===== config.mk =====
export PLATFORM = sky130hd
export DESIGN_NAME = scl_loader
export DESIGN_NICKNAME = d
export VERILOG_FILES = /design/src/rtl/scl_pkg.sv /design/src/rtl/scl_loader.sv /design/src/rtl/scl_sync.sv
export SDC_FILE = /design/constraint.sdc
export NUM_CORES = 1
export LEC_CHECK = 0
export ABC_AREA = 0
export ABC_CLOCK_PERIOD_IN_PS = 6600
export BUFFER_PORTS_ARGS = -buffer_cell sky130_fd_sc_hd__buf_4
export CELL_PAD_IN_SITES_DETAIL_PLACEMENT = 0
export CELL_PAD_IN_SITES_GLOBAL_PLACEMENT = 1
export CORE_ASPECT_RATIO = 1.25
export CORE_UTILIZATION = 46
export DETAILED_ROUTE_END_ITERATION = 6
export PLACE_DENSITY_LB_ADDON = 0.08
export SLEW_MARGIN = 10
export SYNTH_ARGS = -nofsm -noshare
export SYNTH_HDL_FRONTEND = slang
export SYNTH_SLANG_ARGS = --single-unit

===== constraint.sdc =====
create_clock -name clk_i -period 6.6 [get_ports clk_i]
set_clock_uncertainty 0.2 [all_clocks]
set_input_delay 1.32 -clock clk_i [delete_from_list [all_inputs] [get_ports clk_i]]
set_output_delay 1.32 -clock clk_i [all_outputs]
set_load 0.02 [all_outputs]

===== src/rtl/scl_pkg.sv =====
// scl_pkg: constants, types and helpers for the serial control word loader.
// assumes a single 20 MHz system clock and an Avalon-MM slave with 32-bit data.

package scl_pkg;

   localparam int WORD_W   = 12;
   localparam int FIELD_W  = 6;
   localparam int BITCNT_W = 4;
   localparam int COUNT_W  = 16;
   localparam int ADDR_W   = 5;
   localparam int DATA_W   = 32;

   localparam logic [BITCNT_W-1:0] BITS_PER_WORD = 4'hC;
   localparam logic [BITCNT_W-1:0] BITCNT_MAX    = 4'hF;

   // register byte offsets
   localparam logic [ADDR_W-1:0] OFF_WORD   = 5'h00;
   localparam logic [ADDR_W-1:0] OFF_SHIFT  = 5'h04;
   localparam logic [ADDR_W-1:0] OFF_CTRL   = 5'h08;
   localparam logic [ADDR_W-1:0] OFF_STATUS = 5'h0C;
   localparam logic [ADDR_W-1:0] OFF_COUNT  = 5'h10;
   localparam logic [ADDR_W-1:0] OFF_PHASE  = 5'h14;
   localparam logic [ADDR_W-1:0] OFF_ATTEN  = 5'h18;

   // control fields
   localparam int CTRL_W        = 3;
   localparam int CTRL_EN_BIT   = 0;
   localparam int CTRL_OVR_BIT  = 1;
   localparam int CTRL_SEL_BIT  = 2;
   localparam logic [CTRL_W-1:0] CTRL_RESET = 3'h1;

   // status fields
   localparam int STAT_PEND_BIT  = 0;
   localparam int STAT_SEL_BIT   = 1;
   localparam int STAT_LERR_BIT  = 2;
   localparam int STAT_BCNT_LSB  = 4;

   localparam logic [WORD_W-1:0] WORD_RESET = 12'h000;

   // bit weights: phase in millidegrees, attenuation in centi-dB
   localparam logic [DATA_W-1:0] PHASE_LSB_MDEG = 32'h0000_15F9;
   localparam logic [DATA_W-1:0] ATTEN_LSB_CDB  = 32'h0000_0032;

   // timing: system clock against the fastest allowed serial rate
   localparam int CLK_FREQ_MHZ    = 20;
   localparam int SERIAL_MAX_MHZ  = 100;

   typedef struct packed {
      logic [FIELD_W-1:0] atten;
      logic [FIELD_W-1:0] phase;
   } scl_word_s;

   typedef struct packed {
      logic path13;
      logic path23;
      logic term1;
      logic term2;
   } scl_route_s;

   function automatic logic [DATA_W-1:0] scl_phase_mdeg(input logic [FIELD_W-1:0] code);
      return DATA_W'(code) * PHASE_LSB_MDEG;
   endfunction

   function automatic logic [DATA_W-1:0] scl_atten_cdb(input logic [FIELD_W-1:0] code);
      return DATA_W'(code) * ATTEN_LSB_CDB;
   endfunction

   function automatic scl_route_s scl_route(input logic sel);
      scl_route_s r;
      r.path13 = sel;
      r.path23 = ~sel;
      r.term1  = ~sel;
      r.term2  = sel;
      return r;
   endfunction

endpackage


===== src/rtl/scl_loader.sv =====
// scl_loader: serial control word loader with parallel phase/attenuation and port routing.
// assumes pins arrive asynchronously and the shift clock is well below clk_i / 2.
`timescale 1ns/100ps
`default_nettype none

module scl_loader
   import scl_pkg::*;
(
   input  wire logic              clk_i,
   input  wire logic              reset_i,
   input  wire logic [ADDR_W-1:0] avs_address_i,
   input  wire logic              avs_read_i,
   input  wire logic              avs_write_i,
   input  wire logic [DATA_W-1:0] avs_writedata_i,
   input  wire logic [3:0]        avs_byteenable_i,
   output logic      [DATA_W-1:0] avs_readdata_o,
   output logic                   avs_waitrequest_o,
   input  wire logic              sdata_i,
   input  wire logic              sclk_i,
   input  wire logic              latch_strobe_i,
   input  wire logic              port_select_i,
   output logic      [FIELD_W-1:0] phase_o,
   output logic      [FIELD_W-1:0] atten_o,
   output logic                   path13_o,
   output logic                   path23_o,
   output logic                   term1_o,
   output logic                   term2_o,
   output logic                   sdata_o
);

   // pin synchronisers; all four pins share one two-flop stage
   logic [3:0] pins_s;

   scl_sync #(
      .W (4)
   ) u_sync (
      .clk_i   (clk_i),
      .reset_i (reset_i),
      .d_i     ({port_select_i, latch_strobe_i, sclk_i, sdata_i}),
      .q_o     (pins_s)
   );

   wire sdata_s = pins_s[0];
   wire sclk_s  = pins_s[1];
   wire le_s    = pins_s[2];
   wire psel_s  = pins_s[3];

   logic [WORD_W-1:0]   shift_r;
   logic [WORD_W-1:0]   shadow_r;
   scl_word_s           word_r;
   logic                pend_r;
   logic [BITCNT_W-1:0] bitcnt_r;
   logic                lerr_r;
   logic [COUNT_W-1:0]  xfer_cnt_r;
   logic [CTRL_W-1:0]   ctrl_r;
   scl_route_s          route_r;
   logic                sclk_d_r;
   logic                le_d_r;
   logic                sdata_o_r;
   logic                resp_r;
   logic [DATA_W-1:0]   rdata_r;

   // edge detection on synchronised copies; disabled loader ignores the link
   wire loader_en = ctrl_r[CTRL_EN_BIT];
   wire sclk_rise = loader_en & sclk_s & ~sclk_d_r;
   wire le_rise   = loader_en & le_s & ~le_d_r;
   wire load_word = sclk_rise & pend_r;

   wire [WORD_W-1:0]   shift_nxt  = {sdata_s, shift_r[WORD_W-1:1]};
   wire [WORD_W-1:0]   shadow_nxt = le_rise ? shift_r : shadow_r;
   wire                pend_nxt   = le_rise ? 1'b1 : (sclk_rise ? 1'b0 : pend_r);
   wire                bit_sat    = (bitcnt_r == BITCNT_MAX);
   wire [BITCNT_W-1:0] bitcnt_inc = bit_sat ? bitcnt_r : bitcnt_r + 4'h1;
   wire [BITCNT_W-1:0] bitcnt_nxt = le_rise ? 4'h0 : (sclk_rise ? bitcnt_inc : bitcnt_r);

   // port select: software override has priority over the pin
   wire        sel_eff   = ctrl_r[CTRL_OVR_BIT] ? ctrl_r[CTRL_SEL_BIT] : psel_s;
   scl_route_s route_nxt;
   assign route_nxt = scl_route(sel_eff);

   // Avalon-MM: one wait cycle, then the access completes
   wire access   = avs_read_i | avs_write_i;
   wire wr_go    = avs_write_i & resp_r;
   wire rd_first = avs_read_i & ~resp_r;

   wire hit_word   = (avs_address_i == OFF_WORD);
   wire hit_shift  = (avs_address_i == OFF_SHIFT);
   wire hit_ctrl   = (avs_address_i == OFF_CTRL);
   wire hit_status = (avs_address_i == OFF_STATUS);
   wire hit_count  = (avs_address_i == OFF_COUNT);
   wire hit_phase  = (avs_address_i == OFF_PHASE);
   wire hit_atten  = (avs_address_i == OFF_ATTEN);

   wire wr_ctrl   = wr_go & hit_ctrl & avs_byteenable_i[0];
   wire clr_lerr  = wr_go & hit_status & avs_byteenable_i[0]
                    & avs_writedata_i[STAT_LERR_BIT];
   wire set_lerr  = le_rise & (bitcnt_r != BITS_PER_WORD);
   // a short or long word seen in the clearing cycle still sets the flag
   wire lerr_nxt  = set_lerr | (lerr_r & ~clr_lerr);

   wire [CTRL_W-1:0] ctrl_nxt = wr_ctrl ? avs_writedata_i[CTRL_W-1:0] : ctrl_r;

   wire [DATA_W-1:0] status_val = {{(DATA_W-STAT_BCNT_LSB-BITCNT_W){1'b0}}, bitcnt_r,
                                   1'b0, lerr_r, route_r.path13, pend_r};

   wire [DATA_W-1:0] rd_mux =
      hit_word   ? {{(DATA_W-WORD_W){1'b0}}, word_r}          :
      hit_shift  ? {{(DATA_W-WORD_W){1'b0}}, shift_r}         :
      hit_ctrl   ? {{(DATA_W-CTRL_W){1'b0}}, ctrl_r}          :
      hit_status ? status_val                                 :
      hit_count  ? {{(DATA_W-COUNT_W){1'b0}}, xfer_cnt_r}     :
      hit_phase  ? scl_phase_mdeg(word_r.phase)               :
      hit_atten  ? scl_atten_cdb(word_r.atten)                :
                   32'h0000_0000;

   // link-facing state
   always_ff @(posedge clk_i) begin
      if (reset_i) begin
         sclk_d_r <= 1'b0;
         le_d_r   <= 1'b0;
         shift_r  <= WORD_RESET;
         shadow_r <= WORD_RESET;
         pend_r   <= 1'b0;
         bitcnt_r <= 4'h0;
      end else begin
         sclk_d_r <= sclk_s;
         le_d_r   <= le_s;
         if (sclk_rise) begin
            shift_r <= shift_nxt;
         end
         shadow_r <= shadow_nxt;
         pend_r   <= pend_nxt;
         bitcnt_r <= bitcnt_nxt;
      end
   end

   // parallel word only moves on the shift edge after a strobe
   always_ff @(posedge clk_i) begin
      if (reset_i) begin
         word_r     <= WORD_RESET;
         xfer_cnt_r <= 16'h0000;
         sdata_o_r  <= 1'b0;
      end else begin
         if (load_word) begin
            word_r     <= shadow_r;
            xfer_cnt_r <= xfer_cnt_r + 16'h0001;
         end
         if (sclk_rise) begin
            sdata_o_r <= shift_r[0];
         end
      end
   end

   always_ff @(posedge clk_i) begin
      if (reset_i) begin
         route_r <= scl_route(1'b0);
      end else begin
         route_r <= route_nxt;
      end
   end

   // register file and bus handshake
   always_ff @(posedge clk_i) begin
      if (reset_i) begin
         ctrl_r  <= CTRL_RESET;
         lerr_r  <= 1'b0;
         resp_r  <= 1'b0;
         rdata_r <= 32'h0000_0000;
      end else begin
         ctrl_r <= ctrl_nxt;
         lerr_r <= lerr_nxt;
         resp_r <= access & ~resp_r;
         if (rd_first) begin
            rdata_r <= rd_mux;
         end
      end
   end

   assign avs_waitrequest_o = access & ~resp_r;
   assign avs_readdata_o    = rdata_r;
   assign phase_o           = word_r.phase;
   assign atten_o           = word_r.atten;
   assign path13_o          = route_r.path13;
   assign path23_o          = route_r.path23;
   assign term1_o           = route_r.term1;
   assign term2_o           = route_r.term2;
   assign sdata_o           = sdata_o_r;
endmodule

`default_nettype wire


===== src/rtl/scl_sync.sv =====
// scl_sync: two flip-flop synchroniser for asynchronous pin levels.
// assumes the destination clock is clk_i; only the second stage is visible.
`timescale 1ns/100ps
`default_nettype none

module scl_sync #(
   parameter int W = 1
) (
   input  wire logic         clk_i,
   input  wire logic         reset_i,
   input  wire logic [W-1:0] d_i,
   output logic      [W-1:0] q_o
);

   logic [W-1:0] meta_r;
   logic [W-1:0] q_r;

   always_ff @(posedge clk_i) begin
      if (reset_i) begin
         meta_r <= '0;
         q_r    <= '0;
      end else begin
         meta_r <= d_i;
         q_r    <= meta_r;
      end
   end

   assign q_o = q_r;

endmodule

`default_nettype wire


==> impl_metrics.ini <==
[synthesis]
synth.yosys.warnings = 0
synth_edf_count = 0
syn_area_per_cell_um2 = 8.140
synth-seq-area-share_pct = 31.20
synthArstFlopShare_pct = 0
synth_top_cell_area_share_pct = 31.20
synth.distinct_cells = 61
syn_area_um2 = 6032
ys_ff_latch = 94
syn_inst = 741
synth_top_area_cell = dfxtp_1
synth.top_cells.by_area = dfxtp_1 (31%), ha_1 (12%), nand2_1 (6.9%), a21oi_1 (6.0%), fa_1 (5.3%)
synth_ff_type = dfxtp_1

[drt]
routed_wl_mm = 16.18
final_antenna_net_count = 0
drc = 0
routedWlPerCell_um = 17.12
viasPerCell = 5.496
vias = 5194
drtIter0Drc = 303
dr.pass1.iters = 5

[run_status]
status = finished, final reports clean

[critical_path]
crit_path_top_delay_cell = dfxtp_1
worstPathCellList = inv_1 -> fa_1 -> inv_1 -> ha_1 -> inv_1 -> fa_1 -> inv_1 -> ha_1 -> fa_1 -> a211oi_1 -> o21ai_0 -> a21oi_1 -> xor2_1 -> o22ai_1
worstPathRequired_ns = 6.60
max_stage_delay_ns = 0.60
worstReg2RegEnd = avs_readdata_o[13]
cp-startpoint = phase_o[1]
path_delay_family = adder cells
reg2reg_depth = 14
path_depth = 14
crit_end = avs_readdata_o[13]
path_max_fanout = 8
end_kind = flop
r2r_setup_slack_ns = 1.89
cp-start-kind = flop
r2r_start = phase_o[1]
crit_arrival_ns = 4.71
path_class = flop to flop
crit_path_frequent_cell = inv_1
worstPathBufferInverterCount = 4

[final_layout]
utilization_pct = 53.19
multiInputGateArea_um2 = 3740
ff_latch_area_um2 = 1882
diodes = 0
nets = 895
fill_cells = 1254
syn_to_final_growth_pct = 12.16
drive_gt1_share_pct = 10.30

[power_and_ir_drop]
leakage_nw = 2.932
powerDensity_nw_per_um2 = 178.1
power.total_mw = 1.205
ir_worst_vdd_mv = 0.1460

[clock_network]
cts_sinks = 94
cts_max_path_buffers = 2
cts-htree-levels = 3
path_clk_slew_ns = 0.06
root_buffer = clkbuf_16
cts_setup_buffers = 0
clk_latency_ns = 0.34
ctsResizeCount = 0
cts_hold_buf = 0
cts_tree = yes
numCtsBuffers = 9

[die]
row_count = 46
io_pins = 99
die_x_um = 104.4
dieArea_um2 = 13580
floorplan.initialDensity_pct = 47.42
core-area_um2 = 12720
die_y_um = 130.0

[sta]
rsz0062_at_grt = no
setup_viol = 0
worst_pin_slew_ns = 1.043
final.min_clock_period_ns = 4.715
fin_crit_sh_pct = 71.44
maxSlewViolCount = 0
hold_viol = 0
tns_ns = 0
slew-limit-headroom_pct = 30.19
fmax_ghz = 0.2121

[global_route]
grt_pass1_vias = 4976
grt_pass1_wl_mm = 25.79
grt_max_degree = 80
antenna_found_initial = 0
grt_use_total_pct = 24.71
gr-total-overflow = 0

[worst_hold_path]
min_path_type = flop to flop

[placement]
gp_congestion = 0.8815
port_buffers = 53
post-dp-hpwl_mm = 12.09

[run]
cap_violations = 0
report_power, final:
part / total, mW / internal (mW) / switching (mW)
sequential: 0.583 / 0.576 / 0.00626
combinational: 0.0898 / 0.0275 / 0.0623
clock: 0.533 / 0.316 / 0.216
registers in the layout, summed over array words and instances (netlist names), 3 cells and up:
signal and flops:
avs_readdata_o 19, xfer_cnt_r 16, shadow_r 12, shift_r 12, atten_o 6, phase_o 6
bitcnt_r 4, u_sync.meta_r 4, u_sync.q_o 4, ctrl_r 3
cell type report:
class,instances,area share [%]
well taps,168,3.107
clock buffers,14,3.902
inverters,58,3.218
repair buffers,55,6.103
flip-flops and latches,94,27.82
clock inverters,2,0.5733
multi-input cells,554,55.28
cells in the mapped netlist, types with 7 or more instances:
master	instances
xor2_1	13
ha_1	58
inv_1	58
xnor2_1	8
nor3_1	16
mux2i_1	11
nand3_1	20
dfxtp_1	94
clkbuf_1	27
a211oi_1	10
nor2b_1	16
and3_1	7
nand2_1	111
a21oi_1	72
nor2_1	44
fa_1	16
buf_4	15
o21ai_0	37
nor3b_1	8
or3_1	8
cell families (layout without fill, tap and decap cells):
kind of cell	count (synthesis)	count (layout)	share of synthesized area [%]
buffers and inverters	105	129	7.550
DFF	94	94	31.20
other	1	13	0.06217
and+or+nand+nor	261	261	20.95
muxes	15	15	2.572
adders and majority gates	74	74	17.34
xor gates and xnor gates	21	21	3.049
AOI/OAI and AO/OA	170	170	17.28
worst min path at each step:
stage | to | slack (ns) | cells after the start | start
after CTS | phase_o[4] | 0.25 | 2 | shadow_r[4]
after floorplan | u_sync.q_o[0] | 0.21 | 1 | u_sync.meta_r[0]
after global placement | u_sync.q_o[0] | 0.23 | 1 | u_sync.meta_r[0]
after detailed placement | u_sync.q_o[1] | 0.24 | 1 | u_sync.meta_r[1]
after global routing | phase_o[4] | 0.26 | 2 | shadow_r[4]
final | u_sync.q_o[0] | 0.24 | 1 | u_sync.meta_r[0]
layer usage:
| layer | up-vias | track usage (%) | part of all wire, % |
|---|---|---|---|
| li1 | 2600 | - | - |
| met1 | 2409 | 29.23 | 43 |
| met2 | 149 | 44.41 | 49 |
| met3 | 36 | 2.797 | 3.5 |
| met4 | 0 | 12.61 | 3.6 |
| met5 | - | 0 | 0 |
placed cells by master (no fill, tap or decap), drive strengths merged, types with 13 or more instances in the layout:
cell type,n
xor2,13
nand2,111
inv,59
conb,13
fa,16
buf,55
a21oi,72
ha,58
nand3,20
dfxtp,94
nor2,44
o21ai,37
nor3,18
nor2b,16
clkbuf,14
metrics by stage:
| step | hold WS, ns | std cells | setup slack [ns] | cell area [um^2] |
|---|---|---|---|---|
| after floorplan | 0.2138 | 753 | 2.465 | 6077 |
| after global placement | 0.2256 | 929 | 1.952 | 6462 |
| after detailed placement | 0.2370 | 929 | 1.897 | 6462 |
| after CTS | 0.2530 | 945 | 1.895 | 6765 |
| after global routing | 0.2592 | 945 | 1.626 | 6765 |
| final | 0.2431 | 945 | 1.885 | 6765 |
No activity file was read; power rests on OpenSTA's default activity.
